`config.mk`:
```
export PLATFORM = sky130hd
export DESIGN_NAME = dual_bridge_ctrl
export DESIGN_NICKNAME = d
export VERILOG_FILES = /design/src/hw/bridge_pkg.sv /design/src/hw/blank_timer.sv /design/src/hw/dual_bridge_ctrl.sv
export SDC_FILE = /design/constraint.sdc
export NUM_CORES = 1
export LEC_CHECK = 0
export ABC_AREA = 1
export BUFFER_PORTS_ARGS = -buffer_cell sky130_fd_sc_hd__buf_2
export CORE_MARGIN = 4
export CORE_UTILIZATION = 60
export DETAILED_ROUTE_END_ITERATION = 16
export PLACE_DENSITY = 0.88
export SYNTH_ARGS = -nofsm -noshare
export SYNTH_HDL_FRONTEND = slang
export SYNTH_SLANG_ARGS = --single-unit
```
`constraint.sdc`:
```
create_clock -name aclk -period 4.36 [get_ports aclk]
set_clock_uncertainty 0.15 [all_clocks]
set_input_delay 0.654 -clock aclk [delete_from_list [all_inputs] [get_ports aclk]]
set_output_delay 0.654 -clock aclk [all_outputs]
set_load 0.1 [all_outputs]
```
`src/hw/bridge_pkg.sv`:
```
// Constants, types and carriers shared by the dual bridge control logic
package bridge_pkg;

  // ----------------------------------------
  // Timing
  // ----------------------------------------
  localparam int CLK_PERIOD_NS = 5;
  localparam int ANALOG_BLANK_NS = 400;
  localparam int ANALOG_BLANK_CYC = (ANALOG_BLANK_NS + CLK_PERIOD_NS - 1) / CLK_PERIOD_NS;
  localparam logic [7:0] ANALOG_BLANK_LEN = 8'(ANALOG_BLANK_CYC);
  localparam logic [7:0] DBLANK_SHORT = 8'h04;
  localparam logic [7:0] DBLANK_LONG = 8'h06;
  localparam logic [3:0] CHOP_LAST = 4'hF;
  localparam logic [3:0] MDT_START = 4'hA;
  localparam logic [15:0] OSC_DIV_RESET = 16'h007D;

  // ----------------------------------------
  // Register map
  // ----------------------------------------
  localparam logic [7:0] CTRL_OFFSET = 8'h00;
  localparam logic [7:0] OSC_DIV_OFFSET = 8'h04;
  localparam logic [7:0] STATUS_OFFSET = 8'h08;
  localparam int CTRL_CHOP_EN_BIT = 0;
  localparam logic CTRL_CHOP_EN_RESET = 1'b1;
  localparam logic [1:0] RESP_OKAY = 2'h0;
  localparam logic [1:0] RESP_SLVERR = 2'h2;

  // ----------------------------------------
  // Types
  // ----------------------------------------
  // Control inputs of one channel
  typedef struct packed {
    logic gate;
    logic dir1;
    logic dir2;
  } ctl_in_t;

  // Drive of one bridge; oe low means high impedance
  typedef struct packed {
    logic pos;
    logic neg;
    logic oe;
  } bridge_drv_t;

  // Chopping phase, one-hot
  typedef enum logic [2:0] {
    PH_CHARGE = 3'h1,
    PH_SLOW = 3'h2,
    PH_FAST = 3'h4
  } chop_phase_t;

  // State of the control block, blank timers aside
  typedef struct packed {
    ctl_in_t in_a;
    ctl_in_t in_b;
    logic [15:0] osc_div;
    logic [15:0] osc_cnt;
    logic [3:0] chop_cnt;
    chop_phase_t ph_a;
    chop_phase_t ph_b;
    bridge_drv_t drv_a;
    bridge_drv_t drv_b;
    logic standby;
    logic chop_en;
    logic awready;
    logic wready;
    logic aw_have;
    logic w_have;
    logic [7:0] waddr;
    logic [31:0] wdata;
    logic [3:0] wstrb;
    logic bvalid;
    logic [1:0] bresp;
    logic arready;
    logic rvalid;
    logic [1:0] rresp;
    logic [31:0] rdata;
  } ctrl_state_t;

endpackage

```
`src/hw/blank_timer.sv`:
```
// Loadable down-counter that times one blanking window
`timescale 1ns/100ps
module blank_timer
  import bridge_pkg::*;
#(
  parameter int W = 8
) (
  // Clock and reset
  input wire logic aclk,
  input wire logic aresetn,
  // Control
  input wire logic tick,
  input wire logic start,
  input wire logic [W-1:0] len,
  // Status
  output logic busy
);

  // ----------------------------------------
  // State
  // ----------------------------------------
  typedef struct packed {
    logic [W-1:0] cnt; // Remaining ticks
  } timer_state_t;

  timer_state_t st_reg;
  timer_state_t st_next;

  // Reload on start, count down on ticks
  always_comb begin
    st_next = st_reg;
    if (start) begin
      st_next.cnt = len;
    end else if (tick && (st_reg.cnt != '0)) begin
      st_next.cnt = st_reg.cnt - W'(1);
    end
  end

  // State register
  always_ff @(posedge aclk) begin
    if (!aresetn) begin
      st_reg <= '0;
    end else begin
      st_reg <= st_next;
    end
  end

  // Window open while ticks remain
  assign busy = (st_reg.cnt != '0);

endmodule

```
`src/hw/dual_bridge_ctrl.sv`:
```
// Dual bridge input decode, chopping and blanking with an AXI4-Lite register slave
`timescale 1ns/100ps
module dual_bridge_ctrl
  import bridge_pkg::*;
#(
  parameter logic [15:0] OSC_DIV_DEFAULT = OSC_DIV_RESET
) (
  // Clock and reset
  input wire logic aclk,
  input wire logic aresetn,
  // Channel A control inputs
  input wire logic chan_a_dir_in1,
  input wire logic chan_a_dir_in2,
  input wire logic chan_a_gate_in,
  // Channel B control inputs
  input wire logic chan_b_dir_in1,
  input wire logic chan_b_dir_in2,
  input wire logic chan_b_gate_in,
  // Straps
  input wire logic bridge_pairing_strap,
  input wire logic blank_length_select,
  // Current comparator results, high when current is above the limit
  input wire logic chan_a_over_limit,
  input wire logic chan_b_over_limit,
  // Bridge A outputs
  output logic chan_a_out_pos,
  output logic chan_a_out_pos_oe,
  output logic chan_a_out_neg,
  output logic chan_a_out_neg_oe,
  // Bridge B outputs
  output logic chan_b_out_pos,
  output logic chan_b_out_pos_oe,
  output logic chan_b_out_neg,
  output logic chan_b_out_neg_oe,
  // Standby indication
  output logic standby,
  // AXI4-Lite write address
  input wire logic [7:0] s_axi_awaddr,
  input wire logic s_axi_awvalid,
  output logic s_axi_awready,
  // AXI4-Lite write data
  input wire logic [31:0] s_axi_wdata,
  input wire logic [3:0] s_axi_wstrb,
  input wire logic s_axi_wvalid,
  output logic s_axi_wready,
  // AXI4-Lite write response
  output logic [1:0] s_axi_bresp,
  output logic s_axi_bvalid,
  input wire logic s_axi_bready,
  // AXI4-Lite read address
  input wire logic [7:0] s_axi_araddr,
  input wire logic s_axi_arvalid,
  output logic s_axi_arready,
  // AXI4-Lite read data
  output logic [31:0] s_axi_rdata,
  output logic [1:0] s_axi_rresp,
  output logic s_axi_rvalid,
  input wire logic s_axi_rready
);

  // ----------------------------------------
  // Helper functions
  // ----------------------------------------
  // Truth table of one bridge
  function automatic bridge_drv_t decode(input ctl_in_t c);
    bridge_drv_t d;
    d = '0;
    if (c.dir1 && c.dir2) begin
      d = '{pos: 1'b0, neg: 1'b0, oe: 1'b1};
    end else if (!c.gate) begin
      if (c.dir1 || c.dir2) begin
        d = '{pos: 1'b0, neg: 1'b0, oe: 1'b1};
      end else begin
        d = '0;
      end
    end else if (c.dir1) begin
      d = '{pos: 1'b1, neg: 1'b0, oe: 1'b1};
    end else if (c.dir2) begin
      d = '{pos: 1'b0, neg: 1'b1, oe: 1'b1};
    end else begin
      d = '0;
    end
    return d;
  endfunction

  // Apply the chopping phase to a driving bridge
  function automatic bridge_drv_t chop(input bridge_drv_t d, input chop_phase_t ph,
                                       input logic en);
    bridge_drv_t r;
    r = d;
    if (en && d.oe && (d.pos != d.neg)) begin
      unique case (ph)
        PH_CHARGE: r = d;
        PH_SLOW: r = '{pos: 1'b0, neg: 1'b0, oe: 1'b1};
        PH_FAST: r = '{pos: d.neg, neg: d.pos, oe: 1'b1};
        default: r = d;
      endcase
    end
    return r;
  endfunction

  // Step of the mixed decay sequence
  function automatic chop_phase_t step(input chop_phase_t ph, input logic restart,
                                       input logic lim, input logic masked,
                                       input logic [3:0] cnt);
    chop_phase_t n;
    n = ph;
    if (restart) begin
      n = PH_CHARGE;
    end else begin
      unique case (ph)
        PH_CHARGE: begin
          if (lim && !masked) begin
            n = (cnt >= MDT_START) ? PH_FAST : PH_SLOW;
          end
        end
        PH_SLOW: begin
          if (cnt >= MDT_START) begin
            n = PH_FAST;
          end
        end
        PH_FAST: n = PH_FAST;
        default: n = PH_CHARGE;
      endcase
    end
    return n;
  endfunction

  // Byte-lane merge of a write
  function automatic logic [31:0] merge(input logic [31:0] old, input logic [31:0] nw,
                                        input logic [3:0] strb);
    logic [31:0] r;
    r = old;
    for (int i = 0; i < 4; i++) begin
      if (strb[i]) begin
        r[i*8 +: 8] = nw[i*8 +: 8];
      end
    end
    return r;
  endfunction

  // ----------------------------------------
  // Declarations
  // ----------------------------------------
  ctrl_state_t st_reg; // Registered state
  ctrl_state_t st_next; // Next state
  ctl_in_t pin_a; // Channel A pins
  ctl_in_t pin_b; // Channel B pins
  logic osc_tick; // Internal oscillator period
  logic chop_wrap; // Last count of a chopping period
  logic dir_change; // A direction pin moved; B pins count only when unpaired
  logic restart_a; // Charge restart, bridge A
  logic restart_b; // Charge restart, bridge B
  logic dstart_a; // Blank start, bridge A
  logic dstart_b; // Blank start, bridge B
  logic dbusy_a; // Digital blanking, A
  logic dbusy_b; // Digital blanking, B
  logic abusy_a; // Analog blanking, A
  logic abusy_b; // Analog blanking, B
  logic masked_a; // Sensing masked, A
  logic masked_b; // Sensing masked, B
  logic [7:0] dlen; // Digital blank length
  logic stby; // Standby condition
  logic [31:0] div_wr; // Divider word after byte-lane merge

  assign pin_a = '{gate: chan_a_gate_in, dir1: chan_a_dir_in1, dir2: chan_a_dir_in2};
  assign pin_b = '{gate: chan_b_gate_in, dir1: chan_b_dir_in1, dir2: chan_b_dir_in2};
  assign div_wr = merge({16'h0000, st_reg.osc_div}, st_reg.wdata, st_reg.wstrb);

  // ----------------------------------------
  // Oscillator and chopping period
  // ----------------------------------------
  assign osc_tick = (st_reg.osc_cnt == '0);
  assign chop_wrap = osc_tick && (st_reg.chop_cnt == CHOP_LAST);

  // ----------------------------------------
  // Blanking triggers and timers
  // ----------------------------------------
  assign dir_change = (pin_a.dir1 != st_reg.in_a.dir1) || (pin_a.dir2 != st_reg.in_a.dir2)
                   || (!bridge_pairing_strap && (pin_b[1:0] != st_reg.in_b[1:0]));
  assign stby = bridge_pairing_strap ? (pin_a == '0)
                                     : ((pin_a == '0) && (pin_b == '0));
  assign restart_a = chop_wrap || dir_change || stby;
  assign restart_b = restart_a;
  assign dstart_a = chop_wrap || dir_change;
  assign dstart_b = dstart_a;
  assign dlen = blank_length_select ? DBLANK_LONG : DBLANK_SHORT;
  assign masked_a = dbusy_a || abusy_a;
  assign masked_b = bridge_pairing_strap ? masked_a : (dbusy_b || abusy_b);

  // Digital blanking on oscillator ticks
  blank_timer #(.W(8)) u_dblank_a (
    .aclk(aclk), .aresetn(aresetn), .tick(osc_tick), .start(dstart_a), .len(dlen),
    .busy(dbusy_a)
  );
  blank_timer #(.W(8)) u_dblank_b (
    .aclk(aclk), .aresetn(aresetn), .tick(osc_tick), .start(dstart_b), .len(dlen),
    .busy(dbusy_b)
  );

  // Analog blanking on every clock
  blank_timer #(.W(8)) u_ablank_a (
    .aclk(aclk), .aresetn(aresetn), .tick(1'b1), .start(dstart_a),
    .len(ANALOG_BLANK_LEN), .busy(abusy_a)
  );
  blank_timer #(.W(8)) u_ablank_b (
    .aclk(aclk), .aresetn(aresetn), .tick(1'b1), .start(dstart_b),
    .len(ANALOG_BLANK_LEN), .busy(abusy_b)
  );

  // ----------------------------------------
  // Next state
  // ----------------------------------------
  always_comb begin
    st_next = st_reg;
    // Sample pins
    st_next.in_a = pin_a;
    st_next.in_b = pin_b;
    // Oscillator divider and period counter
    if (osc_tick) begin
      st_next.osc_cnt = st_reg.osc_div;
      st_next.chop_cnt = st_reg.chop_cnt + 4'h1;
    end else begin
      st_next.osc_cnt = st_reg.osc_cnt - 16'h0001;
    end
    // Chopping phases
    st_next.ph_a = step(st_reg.ph_a, restart_a, chan_a_over_limit ||
                        (bridge_pairing_strap && chan_b_over_limit),
                        masked_a, st_reg.chop_cnt);
    st_next.ph_b = step(st_reg.ph_b, restart_b, chan_b_over_limit, masked_b,
                        st_reg.chop_cnt);
    // Bridge decode; pins take effect at the next clock edge
    st_next.drv_a = chop(decode(pin_a), restart_a ? PH_CHARGE : st_reg.ph_a,
                         st_reg.chop_en);
    if (bridge_pairing_strap) begin
      st_next.ph_b = st_next.ph_a;
      st_next.drv_b = st_next.drv_a;
    end else begin
      st_next.drv_b = chop(decode(pin_b), restart_b ? PH_CHARGE : st_reg.ph_b,
                           st_reg.chop_en);
    end
    st_next.standby = stby;
    // Write address channel
    if (s_axi_awvalid && st_reg.awready) begin
      st_next.waddr = s_axi_awaddr;
      st_next.aw_have = 1'b1;
      st_next.awready = 1'b0;
    end
    // Write data channel
    if (s_axi_wvalid && st_reg.wready) begin
      st_next.wdata = s_axi_wdata;
      st_next.wstrb = s_axi_wstrb;
      st_next.w_have = 1'b1;
      st_next.wready = 1'b0;
    end
    // Perform a write once both halves are held
    if (st_reg.aw_have && st_reg.w_have && !st_reg.bvalid) begin
      st_next.aw_have = 1'b0;
      st_next.w_have = 1'b0;
      st_next.bvalid = 1'b1;
      st_next.bresp = RESP_OKAY;
      unique case (st_reg.waddr)
        CTRL_OFFSET: begin
          if (st_reg.wstrb[0]) begin
            st_next.chop_en = st_reg.wdata[CTRL_CHOP_EN_BIT];
          end
        end
        OSC_DIV_OFFSET: st_next.osc_div = div_wr[15:0];
        STATUS_OFFSET: st_next.bresp = RESP_OKAY;
        default: st_next.bresp = RESP_SLVERR;
      endcase
    end
    // Write response
    if (st_reg.bvalid && s_axi_bready) begin
      st_next.bvalid = 1'b0;
      st_next.awready = 1'b1;
      st_next.wready = 1'b1;
    end
    // Read address and data
    if (s_axi_arvalid && st_reg.arready) begin
      st_next.arready = 1'b0;
      st_next.rvalid = 1'b1;
      st_next.rresp = RESP_OKAY;
      unique case (s_axi_araddr)
        CTRL_OFFSET: st_next.rdata = {31'h00000000, st_reg.chop_en};
        OSC_DIV_OFFSET: st_next.rdata = {16'h0000, st_reg.osc_div};
        STATUS_OFFSET: begin
          st_next.rdata = {11'h000, st_reg.chop_cnt, st_reg.drv_b, st_reg.drv_a,
                           st_reg.ph_b, st_reg.ph_a, masked_b, masked_a,
                           blank_length_select, bridge_pairing_strap, st_reg.standby};
        end
        default: begin
          st_next.rdata = 32'h00000000;
          st_next.rresp = RESP_SLVERR;
        end
      endcase
    end
    if (st_reg.rvalid && s_axi_rready) begin
      st_next.rvalid = 1'b0;
      st_next.arready = 1'b1;
    end
  end

  // ----------------------------------------
  // State register
  // ----------------------------------------
  always_ff @(posedge aclk) begin
    if (!aresetn) begin
      st_reg <= '0;
      st_reg.osc_div <= OSC_DIV_DEFAULT;
      st_reg.ph_a <= PH_CHARGE;
      st_reg.ph_b <= PH_CHARGE;
      st_reg.chop_en <= CTRL_CHOP_EN_RESET;
      st_reg.awready <= 1'b1;
      st_reg.wready <= 1'b1;
      st_reg.arready <= 1'b1;
    end else begin
      st_reg <= st_next;
    end
  end

  // ----------------------------------------
  // Outputs
  // ----------------------------------------
  assign chan_a_out_pos = st_reg.drv_a.pos;
  assign chan_a_out_pos_oe = st_reg.drv_a.oe;
  assign chan_a_out_neg = st_reg.drv_a.neg;
  assign chan_a_out_neg_oe = st_reg.drv_a.oe;
  assign chan_b_out_pos = st_reg.drv_b.pos;
  assign chan_b_out_pos_oe = st_reg.drv_b.oe;
  assign chan_b_out_neg = st_reg.drv_b.neg;
  assign chan_b_out_neg_oe = st_reg.drv_b.oe;
  assign standby = st_reg.standby;
  assign s_axi_awready = st_reg.awready;
  assign s_axi_wready = st_reg.wready;
  assign s_axi_bvalid = st_reg.bvalid;
  assign s_axi_bresp = st_reg.bresp;
  assign s_axi_arready = st_reg.arready;
  assign s_axi_rvalid = st_reg.rvalid;
  assign s_axi_rresp = st_reg.rresp;
  assign s_axi_rdata = st_reg.rdata;

endmodule

```
* Yosys cells after proc, flatten, opt, wreduce, memory -nomap -nowiden
Index checks and enable logic that the tools add are counted.
** Storage, ports and cells
- Flip-flop bits (word level) :: 155
- Input port bits :: 69
- Output and inout port bits :: 50
- Logic and storage cells :: 167
** Operators by class
- Add/sub/neg operators :: 6
- $lt $le $gt $ge :: 1
- Equality and inequality tests :: 22
- Muxes and demuxes :: 43
- Bitwise logic cells :: 1
- Reductions and logical operators :: 57
** Operators by type and width (number)
- $pmux 21 s3 :: 1
- $mux 3 :: 20
- $mux 8 :: 4
- $reduce_bool 8->1 :: 4
- $sub 8x1->8 const B :: 4
- $mux 7 :: 4
- $logic_and 1x1->1 :: 21
- $pmux 3 s3 :: 2
- $eq 8x3->1 const B :: 2
- $eq 8x4->1 const B :: 2
- $logic_not 16->1 :: 1
- $logic_not 8->1 :: 2
- $mux 16 :: 1
- $sub 16x1->16 const B :: 1
- $eq 3x2->1 const B :: 4
- $eq 3x3->1 const B :: 4
- $pmux 3 s2 :: 2
- $mux 2 :: 5
- $logic_or 1x1->1 :: 9
- $reduce_and 3->1 :: 3
- $ne 4x4->1 const B :: 2
- $reduce_bool 2->1 :: 4
- $reduce_or 2->1 :: 4
- $eq 3x1->1 const B :: 2
- 11 further kinds :: 22

* Logic depth before layout (Yosys ltp)
- Depth after elaboration :: 10
- Gate-level depth with buffers :: 13
- Gate-level depth less buffers :: 13

* By module
A second synthesis with hierarchy kept.
** Unflattened totals
- Cell total of the unflattened synthesis :: 1095
- Area, all modules :: 7571.0 um2
** Modules (own cells, without submodules)
- dual_bridge_ctrl :: instances 1, cells each 719, area each 5238.8 um2, seq. area each 2202.1 um2
- blank_timer :: instances 4, cells each 94, area each 583.1 um2, seq. area each 160.2 um2

* Worst setup path before layout
Ideal clock, no wire load.
- Path kind :: reg-to-reg
- Start :: reg st_reg, in the netlist s_axi_arready
- End :: reg st_reg, in the netlist s_axi_rdata[3]
- Library setup time :: 70 ps
- Arrival :: 2132 ps
- Data required time :: 4140 ps
- Setup slack :: 2007 ps
- Cell stages (with the launch flop) :: 7
- Path buffers :: 2
- Clock period less this slack :: 2353 ps
- Cell sequence :: dfxtp_1 -> nand2_1 -> inv_1 -> clkbuf_1 -> clkbuf_1 -> nand2_1 -> a21oi_1
** Between the ends
- Cells in the longest elaborated chain, start to end :: 1
** RTL lines
- start: declaration :: RTL line dual_bridge_ctrl.sv:145 : ctrl_state_t st_reg;
- start signal: assignment :: RTL line dual_bridge_ctrl.sv:318 : st_reg <= st_next;
- $logic_and 1x1->1 :: RTL line dual_bridge_ctrl.sv:280 : if (s_axi_arvalid && st_reg.arready) begin
Every way passes these cells.
A chain may end at the register's enable or synchronous reset.

* Worst setup path in the final report
- Start :: reg st_reg[105] (netlist name)
- End :: reg u_ablank_a.st_reg[5] (netlist name)
** Between the ends
- Cells in the longest elaborated chain, start to end :: 4
** RTL lines
- $logic_not 16->1 :: RTL line dual_bridge_ctrl.sv:173 : assign osc_tick = (st_reg.osc_cnt == '0);
- $logic_and 1x1->1 :: RTL line dual_bridge_ctrl.sv:174 : assign chop_wrap = osc_tick && (st_reg.chop_cnt == CHOP_LAST);
- $logic_or 1x1->1 :: RTL line dual_bridge_ctrl.sv:185 : assign dstart_a = chop_wrap || dir_change;
- $reduce_or 2->1 (no line)
- end signal: assignment :: RTL line blank_timer.sv:44 : st_reg <= st_next;
- end: declaration :: RTL line blank_timer.sv:26 : timer_state_t st_reg;
Every way passes these cells.

==> impl_metrics.tcl <==
set metrics [dict create \
    grt_max_degree 48 \
    tightest_slew_ns 1.09 \
    ys_ff_latch 142 \
    dpl.cell_count 1114 \
    grt.overflow.total 0 \
    whs_path_depth 3 \
    final_cell_area_mm2 0.00752 \
    viasPerCell 5.42 \
    cp-start-kind "flip-flop" \
    min_to "s_axi_arready" \
    fmax_mhz 388 \
    synth.area.top_cells "dfxtp_1, nand2_1, nor2_1" \
    rows 38 \
    post_cts_buffers 0 \
    p_per_area_mw_per_mm2 510 \
    cp_data_arrival_time_ns 2.88 \
    max-vdd-ir-drop_v 0.000316 \
    final_util_pct 69.1 \
    status "finished clean" \
    area_growth_pct 12.2 \
    ctsResizeCount 0 \
    largest_reg_flops 75 \
    slowest_delay_ns 0.37 \
    path_buf_inv 2 \
    synth_edf_count 0 \
    synthAdderAreaFrac_pct 1.68 \
    finalNonFillerCells 1146 \
    gp_congestion 0.909 \
    synth_top_family_by_area "simple AND/OR/NAND/NOR gates" \
    antenna_left 0 \
    synth_top_area_share_pct 42.4 \
    cts_tree "yes" \
    max_slew_margin_pct 27.2 \
    dpl.hpwl_mm 11.0 \
    ios 119 \
    synth_top_area_cell "dfxtp_1" \
    cts_buffer_depth 2 \
    dieArea_mm2 0.0129 \
    grt_first_pass_wirelength_mm 26.5 \
    wirelength_mm 15.8 \
    synth_ff_type "dfxtp_1" \
    fin_total_pwr_mw 3.84 \
    avgRoutedWirePerCell_um 13.8 \
    fin_crit_ns 2.58 \
    cp-end-kind "flip-flop" \
    num_vias 6213 \
    hold_path.startpoint "s_axi_rready" \
    seq_area_frac_synth_pct 42.4 \
    clockRootBuffer "clkbuf_8" \
    core_mm2 0.0109 \
    required_ns 4.67 \
    cts.htree.levels 4 \
    synthSimpleGateAreaFrac_pct 26.6 \
    cts_hold_buf 0 \
    critical_path.cell_chain "inv_1, ha_1, nand2_1, nor2_4, nand2_4, nor2_2, nor2_4, nand2_2, inv_2, nand2_1, a21oi_1" \
    synthMuxAreaShare_pct 0 \
    route.detailed.drc 0 \
    finalHoldViolCount 0 \
    tns_ns 0 \
    die_x_um 114 \
    synth_area_mm2 0.00671 \
    final_max_slew_viol_count 0 \
    rsz0062_at_grt "no" \
    cts_inserted_buffers 17 \
    die_y_um 114 \
    pre_cts_ws_ns 1.55 \
    first_pass_iters 5 \
    synth_xor_area_share_pct 2.09 \
    grt_pass1_vias 5843 \
    portBuffers 87 \
    max_cap_violations 0 \
    fin_crit_sh_pct 59.1 \
    crit_fanout 25 \
    syn_area_per_cell_um2 7.13 \
    hold_ws_ns 0.201 \
    setup_slack_ns 1.78 \
    drt-initial-drc-count 448 \
    fin_nets 1071 \
    drive_gt1_share_pct 14.1 \
    yosysWarnings 0 \
    async_flop_share_pct 0 \
    grt_antenna_before_repair 0 \
    clk_pin_slew_ns 0.06 \
    synth_cells 940 \
    rrSetupSlack_ns 1.78 \
    grtUsageTotal_pct 25.2 \
    ys_types 46 \
    cts_num_sinks 142 \
    power_leakage_nw 3.53 \
    post_dp_cell_area_mm2 0.00697 \
    worstSetupPathType "flip-flop to flip-flop" \
    cpMaxStageDelayCell "dfxtp_1" \
    antenna-diode-count 0 \
    reg2reg_depth 11 \
    synth-compound-area-share_pct 15.0 \
    setup_viol 0 \
    start_util_pct 61.6 \
    clk-insertion-delay-late_ns 0.53 \
    crit_family "simple AND/OR/NAND/NOR gates" \
    r2r-end "u_ablank_a.st_reg[5]" \
    min_path_type "primary input to flip-flop" \
    r2r_start "st_reg[105]" \
]
## worst min-delay path: stages
cell     delay (ns)
buf_2          0.08
a21oi_1        0.07
nand2_1        0.05
## kinds of logic after synthesis
family | after synthesis
AOI/OAI and AO/OA | 185
xor gates and xnor gates | 16
adders and majority gates | 9
buffers and inverters | 177
DFF | 142
other | 1
and+or+nand+nor | 410
## how the worst max path moves through the flow
stage | endpoint | startpoint | depth (start not counted)
floorplan | s_axi_rdata[3] | s_axi_arready | 6
global placement | s_axi_bvalid | aresetn | 4
detailed placement | s_axi_bvalid | aresetn | 4
CTS | u_ablank_a.st_reg[5] | st_reg[105] | 11
global route | u_ablank_b.st_reg[3] | st_reg[105] | 11
finish | u_ablank_a.st_reg[5] | st_reg[105] | 11
## cells in the mapped netlist, drive strengths merged (2+ instances only)
cell / instances
nand2: 182
dfxtp: 142
nor2: 142
inv: 110
o21ai: 83
a21oi: 72
nand3: 45
buf: 41
clkbuf: 26
nor3: 18
nand4: 12
ha: 9
o211ai: 9
xnor2: 9
xor2: 7
o22ai: 5
a31oi: 3
nor4: 3
o21a: 3
nand3b: 2
nor3b: 2
o211a: 2
o21bai: 2
or2: 2
## routing by layer
metal | track usage (%) | vias up | part of all wire (%)
met1 | 31.5 | 2808 | 41
met2 | 41.5 | 257 | 48
met3 | 5.57 | 46 | 8.2
met4 | 11.9 | 0 | 3.3
li1 | - | 3102 | -
met5 | 0 | - | 0
## placed cells by master, fill, tap and decap left out, drive strengths merged
cell | Yosys | routed
or2 | 2 | 2
nor3b | 2 | 2
clkinv | 0 | 7
a221oi | 1 | 1
o211a | 2 | 2
nand2 | 182 | 182
o211ai | 9 | 9
nor2 | 142 | 142
a21boi | 1 | 1
ha | 9 | 9
nand3 | 45 | 45
clkbuf | 26 | 18
o221ai | 1 | 1
o21a | 3 | 3
a31oi | 3 | 3
dfxtp | 142 | 142
a21oi | 72 | 72
buf | 41 | 89
nor4 | 3 | 3
nor3 | 18 | 18
a311oi | 1 | 1
xor2 | 7 | 7
inv | 110 | 117
xnor2 | 9 | 9
o22ai | 5 | 5
o21ai | 83 | 83
a211oi | 1 | 1
o31ai | 1 | 1
nand3b | 2 | 2
o21bai | 2 | 2
nand4 | 12 | 12
and2 | 1 | 1
and3 | 1 | 1
conb | 1 | 13
## area by class of cell
| cell class | count | area [um^2] |
|---|---|---|
| Clock buffer | 18 | 428 |
| Timing Repair Buffer | 89 | 450 |
| Fill cell | 864 | 3370 |
| Multi-Input combinational cell | 633 | 3090 |
| Sequential cell | 142 | 2840 |
| Clock inverter | 14 | 125 |
| Tap cell | 140 | 175 |
| Inverter | 110 | 413 |
## where the power goes
group          total [mW]  internal, mW  switching [mW]
combinational       0.963         0.290           0.673
clock                1.35         0.737           0.610
sequential           1.53          1.42           0.102
Power figures use the tool's default switching activity.
